## src/common/radi_cfg.svh

```systemverilog
`ifndef RADI_CFG_SVH
`define RADI_CFG_SVH
`define RADI_PORT_OUT_A 2'h0
`define RADI_PORT_DIR_A 2'h1
`define RADI_PORT_OUT_B 2'h2
`define RADI_PORT_DIR_B 2'h3
`define RADI_FLAG_TIMER 7
`define RADI_FLAG_EDGE 6
`define RADI_ADDR_TMR_SIDE 2
`define RADI_ADDR_IRQ_EN 3
`define RADI_ADDR_WSPLIT 4
`define RADI_PRE_1 2'h0
`define RADI_PRE_8 2'h1
`define RADI_PRE_64 2'h2
`define RADI_PRE_1024 2'h3
`define RADI_EDGE_RST 1'b0
`define RADI_EDGE_EN_RST 1'b0
`endif

```

## src/common/radi_pkg.sv

```systemverilog
`default_nettype none
package radi_pkg;
	typedef struct packed {
		logic cs_high;
		logic cs_low_n;
		logic mem_periph_sel_n;
		logic rw;
		logic [6:0] addr;
	} radi_bus_s;
	typedef enum logic [2:0] {
		RADI_SEL_NONE = 3'h0,
		RADI_SEL_RAM = 3'h1,
		RADI_SEL_PORT = 3'h3,
		RADI_SEL_TIMER = 3'h2
	} radi_sel_e;
endpackage
`default_nettype wire

```

## src/rtl/radi_decode.sv

```systemverilog
`include "radi_cfg.svh"
`default_nettype none
module radi_decode #(
	parameter int DW = 8
) (
	input wire logic sys_clk,
	input wire logic rst,
	input wire radi_pkg::radi_bus_s bus,
	input wire logic [DW-1:0] data_in,
	output logic [DW-1:0] data_out,
	output logic data_oe,
	output logic ram_sel,
	output logic ram_we,
	input wire logic [DW-1:0] ram_rdata,
	input wire logic [DW-1:0] port_a_pins,
	output logic [DW-1:0] port_a_output_latch,
	output logic [DW-1:0] port_a_direction,
	output logic [DW-1:0] port_b_output_latch,
	output logic [DW-1:0] port_b_direction,
	input wire logic [DW-1:0] timer_count,
	input wire logic timer_expired,
	output logic timer_load,
	output logic [DW-1:0] timer_load_value,
	output logic [1:0] timer_prescale,
	output logic irq_n_out,
	output logic irq_n_oe
);
	// ----------------------------------------
	// Decode
	// ----------------------------------------
	function automatic radi_pkg::radi_sel_e sel_of(radi_pkg::radi_bus_s b);
		if (!(b.cs_high && !b.cs_low_n))
			return radi_pkg::RADI_SEL_NONE;
		if (!b.mem_periph_sel_n)
			return radi_pkg::RADI_SEL_RAM;
		if (b.addr[`RADI_ADDR_TMR_SIDE])
			return radi_pkg::RADI_SEL_TIMER;
		return radi_pkg::RADI_SEL_PORT;
	endfunction

	// One register of the four, picked by A1 A0
	function automatic logic port_hit(input logic [1:0] a,
		input logic [1:0] code);
		return a == code;
	endfunction

	// Both senses share one comparator
	function automatic logic edge_hit(input logic rising, input logic now,
		input logic prev);
		return rising ? (now && !prev) : (!now && prev);
	endfunction

	// Unused flag positions read back as zero
	function automatic logic [DW-1:0] flag_word(input logic tmr,
		input logic pin);
		logic [DW-1:0] w;
		w = '0;
		w[`RADI_FLAG_TIMER] = tmr;
		w[`RADI_FLAG_EDGE] = pin;
		return w;
	endfunction

	radi_pkg::radi_sel_e sel;
	logic wr;
	logic rd;
	logic port_wr;
	logic tmr_wr;
	logic tmr_rd;
	logic tmr_acc;
	logic flag_rd;
	logic edge_wr;
	logic tmr_irq_en_q;
	logic edge_irq_en_q;
	logic edge_rising_q;
	logic timer_flag_q;
	logic edge_flag_q;
	logic pin_prev_q;
	logic edge_seen;
	logic timer_req;
	logic edge_req;
	logic [DW-1:0] port_rdata;
	logic [DW-1:0] rdata;

	assign sel = sel_of(bus);
	assign wr = !bus.rw;
	assign rd = bus.rw;
	assign ram_sel = sel == radi_pkg::RADI_SEL_RAM;
	assign ram_we = ram_sel && wr;

	// ----------------------------------------
	// Access strobes
	// ----------------------------------------
	// Writes split on A4, reads on A0
	always_comb
	begin
		port_wr = 1'b0;
		tmr_wr = 1'b0;
		tmr_rd = 1'b0;
		flag_rd = 1'b0;
		edge_wr = 1'b0;
		case (sel)
			radi_pkg::RADI_SEL_PORT: port_wr = wr;
			radi_pkg::RADI_SEL_TIMER:
			begin
				if (wr)
				begin
					tmr_wr = bus.addr[`RADI_ADDR_WSPLIT];
					edge_wr = !bus.addr[`RADI_ADDR_WSPLIT];
				end
				else
				begin
					tmr_rd = !bus.addr[0];
					flag_rd = bus.addr[0];
				end
			end
			default: port_wr = 1'b0;
		endcase
	end

	// Reading the count touches the timer as much as writing it
	assign tmr_acc = tmr_wr || tmr_rd;

	// ----------------------------------------
	// Port registers
	// ----------------------------------------
	always_ff @(posedge sys_clk or posedge rst)
	begin
		if (rst)
			port_a_output_latch <= '0;
		else if (port_wr && port_hit(bus.addr[1:0], `RADI_PORT_OUT_A))
			port_a_output_latch <= data_in;
	end

	always_ff @(posedge sys_clk or posedge rst)
	begin
		if (rst)
			port_a_direction <= '0;
		else if (port_wr && port_hit(bus.addr[1:0], `RADI_PORT_DIR_A))
			port_a_direction <= data_in;
	end

	always_ff @(posedge sys_clk or posedge rst)
	begin
		if (rst)
			port_b_output_latch <= '0;
		else if (port_wr && port_hit(bus.addr[1:0], `RADI_PORT_OUT_B))
			port_b_output_latch <= data_in;
	end

	always_ff @(posedge sys_clk or posedge rst)
	begin
		if (rst)
			port_b_direction <= '0;
		else if (port_wr && port_hit(bus.addr[1:0], `RADI_PORT_DIR_B))
			port_b_direction <= data_in;
	end

	// ----------------------------------------
	// Timer control
	// ----------------------------------------
	assign timer_load = tmr_wr;
	assign timer_load_value = data_in;

	always_ff @(posedge sys_clk or posedge rst)
	begin
		if (rst)
			timer_prescale <= `RADI_PRE_1;
		else if (tmr_wr)
			timer_prescale <= bus.addr[1:0];
	end

	// Reading the count with A3 low keeps the request quiet until the next timer access with A3 high
	always_ff @(posedge sys_clk or posedge rst)
	begin
		if (rst)
			tmr_irq_en_q <= 1'b0;
		else if (tmr_acc)
			tmr_irq_en_q <= bus.addr[`RADI_ADDR_IRQ_EN];
	end

	// ----------------------------------------
	// Timer flag
	// ----------------------------------------
	// Expiry in the same cycle as an access wins over the clear
	always_ff @(posedge sys_clk or posedge rst)
	begin
		if (rst)
			timer_flag_q <= 1'b0;
		else if (timer_expired)
			timer_flag_q <= 1'b1;
		else if (tmr_acc)
			timer_flag_q <= 1'b0;
	end

	// ----------------------------------------
	// Edge sense
	// ----------------------------------------
	always_ff @(posedge sys_clk or posedge rst)
	begin
		if (rst)
		begin
			edge_irq_en_q <= `RADI_EDGE_EN_RST;
			edge_rising_q <= `RADI_EDGE_RST;
		end
		else if (edge_wr)
		begin
			edge_irq_en_q <= bus.addr[1];
			edge_rising_q <= bus.addr[0];
		end
	end

	// Pin sampled directly, so direction has no say
	always_ff @(posedge sys_clk or posedge rst)
	begin
		if (rst)
			pin_prev_q <= 1'b0;
		else
			pin_prev_q <= port_a_pins[DW-1];
	end

	assign edge_seen = edge_hit(edge_rising_q, port_a_pins[DW-1],
		pin_prev_q);

	// ----------------------------------------
	// Edge flag
	// ----------------------------------------
	// A flag read in the cycle of an edge keeps the new edge
	always_ff @(posedge sys_clk or posedge rst)
	begin
		if (rst)
			edge_flag_q <= 1'b0;
		else if (edge_seen)
			edge_flag_q <= 1'b1;
		else if (flag_rd)
			edge_flag_q <= 1'b0;
	end

	// ----------------------------------------
	// Read data
	// ----------------------------------------
	// Port A reads the pins, port B reads back its latch
	always_comb
	begin
		port_rdata = '0;
		case (bus.addr[1:0])
			`RADI_PORT_OUT_A: port_rdata = port_a_pins;
			`RADI_PORT_DIR_A: port_rdata = port_a_direction;
			`RADI_PORT_OUT_B: port_rdata = port_b_output_latch;
			`RADI_PORT_DIR_B: port_rdata = port_b_direction;
			default: port_rdata = '0;
		endcase
	end

	always_comb
	begin
		rdata = '0;
		case (sel)
			radi_pkg::RADI_SEL_RAM: rdata = ram_rdata;
			radi_pkg::RADI_SEL_PORT: rdata = port_rdata;
			radi_pkg::RADI_SEL_TIMER:
			begin
				if (bus.addr[0])
					rdata = flag_word(timer_flag_q, edge_flag_q);
				else
					rdata = timer_count;
			end
			default: rdata = '0;
		endcase
	end

	// Registered so data stays stable through the read cycle
	always_ff @(posedge sys_clk or posedge rst)
	begin
		if (rst)
			data_out <= '0;
		else
			data_out <= rdata;
	end

	// Drivers stay off except in the cycle after a selected read
	always_ff @(posedge sys_clk or posedge rst)
	begin
		if (rst)
			data_oe <= 1'b0;
		else
			data_oe <= rd && sel != radi_pkg::RADI_SEL_NONE;
	end

	// ----------------------------------------
	// Request
	// ----------------------------------------
	assign timer_req = timer_flag_q && tmr_irq_en_q;
	assign edge_req = edge_flag_q && edge_irq_en_q;

	// Open drain: only ever drives low, so several devices share a wire
	assign irq_n_out = 1'b0;
	always_ff @(posedge sys_clk or posedge rst)
	begin
		if (rst)
			irq_n_oe <= 1'b0;
		else
			irq_n_oe <= timer_req || edge_req;
	end
endmodule
`default_nettype wire

```

## config.mk

```make
export PLATFORM = sky130hd
export DESIGN_NAME = radi_decode
export DESIGN_NICKNAME = d
export VERILOG_FILES = /design/src/common/radi_pkg.sv /design/src/rtl/radi_decode.sv
export VERILOG_INCLUDE_DIRS = /design/src /design/src/common
export SDC_FILE = /design/constraint.sdc
export NUM_CORES = 1
export LEC_CHECK = 0
export BUFFER_PORTS_ARGS = -buffer_cell sky130_fd_sc_hd__buf_4
export CAP_MARGIN = 20
export CORE_MARGIN = 2
export CORE_UTILIZATION = 43
export DETAILED_ROUTE_END_ITERATION = 16
export PLACE_DENSITY_LB_ADDON = 0.15
export SYNTH_ARGS = -nofsm -noshare
export SYNTH_HDL_FRONTEND = slang
export SYNTH_SLANG_ARGS = --single-unit
```

## constraint.sdc

```tcl
create_clock -name sys_clk -period 1.3 [get_ports sys_clk]
set_input_delay 0.065 -clock sys_clk [delete_from_list [all_inputs] [get_ports sys_clk]]
set_output_delay 0.065 -clock sys_clk [all_outputs]
set_load 0.02 [all_outputs]
```

==> summary.md, run 1 <==
| Metric | Value |
|---|---|
| Async S/R FF share, synth | `100.0%` |
| Global-route wire length before repair | `around 10000 µm` |
| Final Instance Area | `3641 µm²` |
| DRT Pass-1 Iters | `4` |
| CP Class | `register to register` |
| Leakage | `around 0.0018 µW` |
| Antenna diode count | `0` |
| Setup TNS | `-0.1050 ns` |
| Syn-to-layout area delta | `54.05%` |
| Met1 GRT Util | `about 29%` |
| DR vias | `~1900` |
| Synth Flop Type | `dfrtp_1` |
| Area after DPL | `around 3400 µm²` |
| Grt met2 use | `roughly a third` |
| Startpoint types | `register` |
| #FFs+latches synth | `50` |
| I/O Buffers | `between 90 and 100` |
| Unrepaired setup endpoints after global routing | `yes` |
| Site Rows | `26` |
| Busiest grt layer | `met2` |
| Critical path required time | `approximately 1.5 ns` |
| Crit path largest cell delay | `a little under 0.5 ns` |
| Final nets | `between 300 and 400` |
| Vias in the first global route | `1980` |
| Hold Fails Final Rpt | `0` |
| Share of cells above drive strength 1 | `67.11%` |
| Fill count | `approximately 400` |
| Syn nets | `210` |
| Global-route usage over all layers | `around 20%` |
| Max-Cap Viols | `0` |
| PwrDens | `about 1200 nW/µm²` |
| TritonCTS sink count | `50` |
| Reg2Reg Setup Slack | `-0.03 ns` |
| H-tree depth | `2` |
| Final WS setup | `-0.03131 ns` |
| Clock Tree Buf Depth | `2` |
| CP max stage cell | `mux4_2` |
| HPWL Detailed | `4406 µm` |
| Core ar. | `5205 µm²` |
| Clock-pin slew on the worst setup and hold paths | `0.09 ns` |
| RD Place Congestion | `roughly 0.80` |
| Util after Layout | `a little over two thirds` |
| Placement Setup Slack | `-0.06804 ns` |
| GR Overflow Total | `0` |
| Starting Density | `45.41%` |
| Count of final max-slew check failures | `0` |
| Total power | `about 4200 µW` |
| DR iter-0 viols | `68` |
| Yosys synthesis warning count | `0` |
| # setup viols final | `5` |
| Skew-Pair Late Insertion Delay | `0.30 ns` |
| Drt total wl | `slightly below 6000 µm` |
| Failing checks | `setup timing` |
| FMAX | `around 750 MHz` |
| Total die area | `6106 µm²` |
| CTS root buffer | `clkbuf_8` |
| Mapped Area | `2364 µm²` |
| Final antenna-violating net count | `0` |
| CTS tree | `built` |
| CTS Buf Count | `5` |
| Largest net degree at the start of global routing | `approximately 50` |
| Mapped Cells | `about 160` |
| Synth Area per Inst | `14.41 µm²` |
| Cell chain of the critical path | `mux4_2, a221o_1` |
| Kind of cell adding the most delay to the critical path | `multiplexers` |
| Tmin final | `between 1 and 1.5 ns` |
| Antenna violations before repair | `0` |
| Seq/Total Area, Yosys | `a little over half` |
| CP endpoint kind | `register` |
| Synth unique cells | `34` |
| Tightest Hold Check Type | `input pin to register` |
| Critical Path Fanout Max | `2` |
| Status | `complete, but fails checks` |
| Maximum VDD drop | `between 600 and 700 µV` |
| Die height | `just under 80 µm` |
| Final period utilization | `102.4%` |
| Met3 Use GR | `~3.6%` |
| Clock skew | `0.01108 ns` |
| Post-synth EDFFs | `0` |
| PostCTS Resize Cnt | `0` |
| Worst Path Arrival | `between 1.5 and 2 ns` |
| Routed WL per cell | `15.60 µm` |
| Buf+Inv Stages, Crit Path | `0` |
| Via/cell ratio | `about 5.0` |
| Die Width | `around 78 µm` |
| DRC | `0` |
| IO Pins | `just over 100` |
==> cell type report <==
type	count	area, µm²	area share [%]
Multi-Input combinational cell	97	1001	27.49
Timing Repair Buffer	148	1164	31.96
Inverter	1	7.507	0.2062
Sequential cell	50	1265	34.74
Clock inverter	1	30.03	0.8247
Tap cell	70	87.58	2.405
Clock buffer	7	86.33	2.371
==> what timing repair did <==
item | CTS | global route
endpoints found under the setup margin | 6 | 6
pin swaps | 1 | 0
buffers inserted | 2 | 2
hold buffers | 11 | 0
endpoints found under the hold margin | 60 | 0
==> metal layers <==
| metal | part of all wire, % | up-vias |
|---|---|---|
| li1 | - | 879 |
| met1 | 43 | 905 |
| met2 | 50 | 70 |
| met3 | 6.0 | 9 |
| met4 | 1.6 | 0 |
| met5 | 0 | - |
==> sequential cells by signal, summed over array words and instances, names as in the netlist, 2 cells and up <==
signal               flops
port_b_direction         8
timer_prescale           2
port_b_output_latch      8
port_a_output_latch      8
port_a_direction         8
data_out                 8
==> report_power, final <==
group	total [µW]	internal [µW]	switching, µW
logic	1230	673	558
registers	1850	1750	100
clock network	1140	628	513
total	4220	3050	1170
==> cells by family (layout without fill, tap and decap cells) <==
kind of cell / count (synthesis) / after routing / share of synthesized area, %
DFF: 50 / 50 / 52.94
and+or+nand+nor: 30 / 30 / 10.32
AOI/OAI and AO/OA: 17 / 17 / 5.876
other: 1 / 1 / 0.1587
buffers and inverters: 17 / 157 / 4.817
muxes: 49 / 49 / 25.89
==> cells in the final DEF (no fill, tap or decap), types with 2 or more instances in the layout <==
cell type,n
buf_4,135
dfrtp_1,39
mux2_2,36
dlygate4sd3_1,11
dfrtp_2,11
mux2i_1,6
mux4_2,6
and2_1,6
a221o_1,6
clkbuf_8,6
nor2_1,4
nand2_1,3
a22o_1,3
nand4b_1,2
nand2b_1,2
a21o_1,2
nor2b_1,2
a21oi_1,2
a22oi_1,2
buf_12,2
==> per-stage QoR <==
step | hold WS (ns) | std cells
4_1_cts | 0.003511 | 372
5_1_grt | 0.003384 | 374
3_5_place_dp | 0.1557 | 351
2_1_floorplan | 0.09643 | 164
3_3_place_gp | 0.1541 | 351
6_report | 0.006243 | 374
==> synthesized netlist by cell type (all sizes together), types with 2 or more instances <==
cell type / count / area (µm²)
a22o: 3 / 26.28
nand2: 3 / 11.26
a21oi: 2 / 10.01
a221o: 6 / 60.06
nor2b: 2 / 12.51
nor2: 5 / 18.77
buf: 16 / 110.1
mux4: 6 / 135.1
nand4b: 2 / 17.52
nand2b: 2 / 12.51
a21o: 2 / 15.01
and2: 6 / 37.54
a22oi: 2 / 15.01
mux2i: 6 / 60.06
mux2: 37 / 416.7
dfrtp: 50 / 1251
==> path summary, 6_finish.rpt <==
path	depth (start not counted)	start	to
max	2	port_b_direction[3]	data_out[3]
min	2	timer_count[2]	data_out[2]
max reg2reg	2	port_b_direction[3]	data_out[3]
min reg2reg	1	pin_prev_q	edge_flag_q
max in group asynchronous	4	rst	port_b_direction[2]
min in group asynchronous	4	rst	port_a_output_latch[5]
No activity file was read; power rests on OpenSTA's default activity.
==> run 2: changes to the inputs <==
--- a/config.mk
+++ b/config.mk
@@ -11,6 +11,7 @@
 export CORE_MARGIN = 2
 export CORE_UTILIZATION = 43
 export DETAILED_ROUTE_END_ITERATION = 16
+export MAX_ROUTING_LAYER = met4
 export PLACE_DENSITY_LB_ADDON = 0.15
 export SYNTH_ARGS = -nofsm -noshare
 export SYNTH_HDL_FRONTEND = slang
==> constraint.sdc (replaced) <==
create_clock -name sys_clk -period 1.3 [get_ports sys_clk]
set_input_delay 0.065 -clock sys_clk [delete_from_list [all_inputs] [get_ports sys_clk]]
set_output_delay 0.065 -clock sys_clk [all_outputs]
set_load 0.005 [all_outputs]
==> summary.md, run 2 (synthesis gave the netlist of run 1 again) <==
| Metric | Value |
|---|---|
| FMAX | `approximately 770 MHz` |
| Worst Path Arrival | `~1.5 ns` |
| Final WS setup | `-0.00003730 ns` |
| Leakage | `0.001857 µW` |
| GR Overflow Total | `0` |
| I/O Buffers | `just under 100` |
| Clock skew | `roughly 0.0071 ns` |
| Largest net degree at the start of global routing | `51` |
| CTS root buffer | `clkbuf_8` |
| Hold wc startpoint | `data_in[4]` |
| IO Pins | `102` |
| # placed instances | `350` |
| Placement Setup Slack | `-0.05940 ns` |
| CTS Buf Count | `5` |
| TritonCTS sink count | `50` |
| DR vias | `1819` |
| Clock Tree Buf Depth | `2` |
| Util after Layout | `between 60% and 70%` |
| Final std cells w/o fill | `roughly 380` |
| Site Rows | `26` |
| Hold Fails Final Rpt | `0` |
| # setup viols final | `1` |
| Stages on worst setup path | `2` |
| Count of final max-slew check failures | `0` |
| Met3 Use GR | `under 10%` |
| PwrDens | `about 1000 nW/µm²` |
| Failing checks | `setup timing` |
| Critical path required time | `1.49 ns` |
| HPWL Detailed | `around 4400 µm` |
| Tmin final | `around 1.3 ns` |
| Busiest grt layer | `met2` |
| Crit path launch | `port_b_output_latch[5]` |
| Starting Density | `between 40% and 50%` |
| Core ar. | `around 5200 µm²` |
| RD Place Congestion | `between 0.8 and 0.9` |
| Skew-Pair Late Insertion Delay | `approximately 0.30 ns` |
| Max-Cap Viols | `0` |
| Drt total wl | `5776 µm` |
| Unrepaired setup endpoints after global routing | `yes` |
| CP max stage cell | `mux4_2` |
| Global-route wire length before repair | `roughly 9400 µm` |
| DRC | `0` |
| DRT Pass-1 Iters | `4` |
| Final nets | `351` |
| Clock-pin slew on the worst setup and hold paths | `0.09 ns` |
| Syn-to-layout area delta | `53.57%` |
| H-tree depth | `2` |
| Antenna violations before repair | `0` |
| CP Class | `register to register` |
| Die Width | `a little under 80 µm` |
| Startpoint types | `register` |
| Reg2Reg Setup Slack | `-0.00004 ns` |
| R2R Path Start | `port_b_output_latch[5]` |
| Final antenna-violating net count | `0` |
| CTS tree | `built` |
| Via/cell ratio | `about 4.8` |
| Commonest non-fill, non-tap cell in the layout | `buf_4` |
| Met1 GRT Util | `26.97%` |
| Kind of cell adding the most delay to the critical path | `multiplexers` |
| DR iter-0 viols | `between 100 and 150` |
| Final period utilization | `100.0%` |
| R2R Path End | `data_out[5]` |
| Global-route usage over all layers | `20.54%` |
| Status | `complete, but fails checks` |
| Die height | `slightly below 80 µm` |
| Critical Path Fanout Max | `2` |
| Routed WL per cell | `between 15 and 20 µm` |
| Total die area | `6106 µm²` |
| Crit path largest cell delay | `slightly below 0.5 ns` |
| End point of the critical path | `data_out[5]` |
| Maximum VDD drop | `~740 µV` |
| Vias in the first global route | `around 1900` |
| Share of cells above drive strength 1 | `63.40%` |
| Antenna diode count | `0` |
| Grt met2 use | `about a third` |
| Buf+Inv Stages, Crit Path | `0` |
| CP endpoint kind | `register` |
| R2R depth | `2` |
| Cell chain of the critical path | `mux4_2, a221o_1` |
| Most frequent cells in the layout | `135 x buf_4, 50 x dfrtp_1, 36 x mux2_2` |
| Hold WS | `~0.021 ns` |
| Tightest Hold Check Type | `input pin to register` |
==> run 2: cell count changes in the layout (fill, tap and decap cells not counted), sizes merged <==
cell         change
clkbuf           -1
bufinv           -1
clkinv           +1
dlygate4sd3      +1
inv              +1
buf              +1
==> run 2: where the power goes <==
group | switching, µW | internal (µW) | leakage [µW]
logic | 343 | 669 | 0.00116
clock network | 491 | 428 | 0.0000472
registers | 99.0 | 1740 | 0.000652
==> run 2: per-stage QoR <==
step                      area [µm²]     TNS [ns]  total power (µW)
final                           3630  -0.00003730              3772
after global routing            3630     -0.09546              3984
after CTS                       3575    -0.004892              3781
after detailed placement        3369      -0.5730              2828
after global placement          3369      -0.1754              2805
after floorplan                 2367      -0.3818              2235
==> run 2: layer usage <==
layer	wire length [µm]	part of all wire, %
met3	301	5.2
met4	52	0.90
met1	2427	42
met2	2995	52
met5	0	0
==> run 2: cell type report <==
cell class              count  area, µm²
clock buffers               6      82.58
clock inverters             2      12.51
fillers                   406       1575
inverters                   1      3.754
multi-input cells          97      998.5
flip-flops and latches     50       1251
well taps                  70      87.58
repair buffers            150       1194
==> run 2: repair_timing <==
| action | 4_1_cts | 5_1_grt |
|---|---|---|
| pin swaps | 1 | 0 |
| hold buffers | 11 | 1 |
| setup buffers | 0 | 6 |
| resized for setup | 0 | 0 |
| hold endpoints to repair | 60 | 1 |
| gates cloned | 0 | 0 |
| setup endpoints to repair | 2 | 5 |
==> run 2: how the worst min path moves through the flow <==
stage / to / slack [ns] / cells past startpoint
3_3_place_gp: data_out[1] / 0.14 / 3
5_1_grt: port_a_direction[4] / 0.005 / 2
4_1_cts: data_out[3] / 0.003 / 2
3_5_place_dp: data_out[0] / 0.14 / 3
6_report: port_a_direction[4] / 0.02 / 2
2_1_floorplan: pin_prev_q / 0.1 / 0
==> run 3: changes to the inputs <==
--- a/config.mk
+++ b/config.mk
@@ -8,11 +8,13 @@
 export LEC_CHECK = 0
 export BUFFER_PORTS_ARGS = -buffer_cell sky130_fd_sc_hd__buf_4
 export CAP_MARGIN = 20
+export CELL_PAD_IN_SITES_DETAIL_PLACEMENT = 2
+export CELL_PAD_IN_SITES_GLOBAL_PLACEMENT = 2
 export CORE_MARGIN = 2
-export CORE_UTILIZATION = 43
+export CORE_UTILIZATION = 27
 export DETAILED_ROUTE_END_ITERATION = 16
 export MAX_ROUTING_LAYER = met4
-export PLACE_DENSITY_LB_ADDON = 0.15
+export PLACE_DENSITY_LB_ADDON = 0.08
 export SYNTH_ARGS = -nofsm -noshare
 export SYNTH_HDL_FRONTEND = slang
 export SYNTH_SLANG_ARGS = --single-unit
==> summary.md, run 3 (synthesis gave the netlist of run 1 again) <==
| Metric | Value |
|---|---|
| Vias in the first global route | `around 2200` |
| I/O Buffers | `around 100` |
| Commonest non-fill, non-tap cell in the layout | `buf_4` |
| CTS Buf Count | `5` |
| Die height | `97.56 µm` |
| Placement Setup Slack | `-0.08515 ns` |
| Final std cells w/o fill | `421` |
| RD Place Congestion | `about 0.73` |
| Reg2Reg Setup Slack | `-0.02 ns` |
| Routed WL per cell | `about 18 µm` |
| FMAX | `about 760 MHz` |
| DR iter-0 viols | `62` |
| Maximum VDD drop | `453.2 µV` |
| CP Class | `register to register` |
| Unrepaired setup endpoints after global routing | `yes` |
| Startpoint types | `register` |
| Cell chain of the critical path | `mux4_2, a221o_1` |
| Largest net degree at the start of global routing | `30` |
| Hold WS | `approximately 0.015 ns` |
| # placed instances | `a little under 400` |
| Total die area | `roughly 9500 µm²` |
| Status | `complete, but fails checks` |
| Most frequent cells in the layout | `138 x buf_4, 50 x dfrtp_1, 36 x mux2_2` |
| TritonCTS sink count | `50` |
| Clock power frac | `around 29%` |
| CTS root buffer | `clkbuf_8` |
| # setup viols final | `3` |
| Clock Tree Buf Depth | `2` |
| Global-route usage over all layers | `between 10% and 20%` |
| Sw Share | `roughly 25%` |
| Setup TNS | `-0.03967 ns` |
| Worst Hold Endpoint | `port_b_output_latch[0]` |
| Die Width | `between 90 and 100 µm` |
| Clock-pin slew on the worst setup and hold paths | `~0.11 ns` |
| R2R Path End | `data_out[3]` |
| Global-route wire length before repair | `roughly 12000 µm` |
| Leakage | `approximately 0.0019 µW` |
| Clock skew | `between 0.01 and 0.015 ns` |
| DRT Pass-1 Iters | `4` |
| Tightest Hold Check Type | `input pin to register` |
| R2R depth | `2` |
| Critical path required time | `1.50 ns` |
| H-tree depth | `2` |
| Crit path largest cell delay | `roughly 0.5 ns` |
| DRC | `0` |
| Syn-to-layout area delta | `59.13%` |
| Net Switching | `between 1000 and 1500 µW` |
| Failing checks | `setup timing` |
| Final period utilization | `101.2%` |
| Skew-Pair Late Insertion Delay | `roughly 0.31 ns` |
| CTS tree | `built` |
| Via/cell ratio | `~4.5` |
| Drt total wl | `roughly 7500 µm` |
| Final antenna-violating net count | `0` |
| CP endpoint kind | `register` |
| Antenna diode count | `0` |
| Reg power frac | `45.0%` |
| Critical Path Fanout Max | `2` |
| Hold wc startpoint | `data_in[0]` |
| Combinational power share | `a little over a quarter` |
| Site Rows | `34` |
| Hold Fails Final Rpt | `0` |
| GR Overflow Total | `0` |
| Power Internal | `between 3000 and 4000 µW` |
| Tmin final | `1.316 ns` |
| Final nets | `about 360` |
| Count of final max-slew check failures | `0` |
| CP max stage cell | `mux4_2` |
| Worst hold stages | `2` |
| Worst Path Arrival | `between 1.5 and 2 ns` |
| Core ar. | `around 8600 µm²` |
| PwrDens | `between 1000 and 1500 nW/µm²` |
| Share of cells above drive strength 1 | `between 60 and 70%` |
| R2R Path Start | `port_b_direction[3]` |
| Starting Density | `between 20% and 30%` |
| IO Pins | `slightly above 100` |
| Antenna violations before repair | `0` |
| Max-Cap Viols | `0` |
| HPWL Detailed | `5732 µm` |
| Final WS setup | `-0.01588 ns` |
| Util after Layout | `between 40% and 50%` |
| DR vias | `roughly 1900` |
[run 3: cell count changes in the layout (fill, tap and decap cells not counted), sizes merged]
cell | previous run | this run
buf | 138 | 144
bufinv | 0 | 1
clkinv | 1 | 0
clkinvlp | 1 | 0
dlygate4sd3 | 12 | 13
inv | 1 | 2
[run 3: critical path: cells and delay by family, from the launching register on]
kind	cells	cell delay, ns
flip-flops	1	0.40
multiplexers	1	0.50
AO/OA/AOI/OAI	1	0.31
[run 3: through the flow]
stage / power [µW] / cell area [µm²]
finish: 4097 / 3761
global route: 4330 / 3761
CTS: 4120 / 3689
detailed placement: 2874 / 3435
global placement: 2841 / 3435
floorplan: 2235 / 2367
[run 3: routing by layer]
| metal | track usage [%] | vias to the layer above | share of wire, % | wire length (µm) |
|---|---|---|---|---|
| met2 | 28.06 | 53 | 52 | 3906 |
| li1 | - | 891 | - | - |
| met1 | 20.05 | 960 | 42 | 3172 |
| met4 | 4.487 | 0 | 1.7 | 125 |
| met5 | - | - | 0 | 0 |
| met3 | 3.237 | 8 | 3.7 | 275 |
[run 3: layout make-up]
type,instances,area (µm²)
inverter,1,3.754
clock buffer,6,82.58
sequential,50,1251
timing repair buffer,157,1251
fill,909,4832
tap,108,135.1
multi-input combinational,97,998.5
clock inverter,2,38.79
[run 3: power by group through the flow]
stage	clock, µW	combinational [µW]	sequential (µW)
floorplan	0	348	1890
global placement	0	970	1870
CTS	1230	1040	1850
detailed placement	0	990	1880
finish	1180	1070	1850
global route	1300	1160	1880
[run 3: timing repair]
action / 4_1_cts / 5_1_grt
hold buffers: 11 / 2
gates resized for setup: 0 / 4
hold endpoints to repair: 60 / 2
buffers inserted: 3 / 5
pin swaps: 1 / 0
endpoints found under the setup margin: 5 / 6
[run 3: worst max path at each step]
stage | start | endpoint | slack, ns | depth (start not counted)
6_report | port_b_direction[3] | data_out[3] | -0.02 | 2
3_3_place_gp | bus[2] | port_a_direction[5] | -0.03 | 5
2_1_floorplan | bus[2] | port_a_direction[0] | -0.05 | 4
4_1_cts | port_b_direction[3] | data_out[3] | -0.02 | 2
3_5_place_dp | bus[2] | port_a_direction[1] | -0.09 | 5
5_1_grt | port_b_direction[2] | data_out[2] | -0.06 | 2
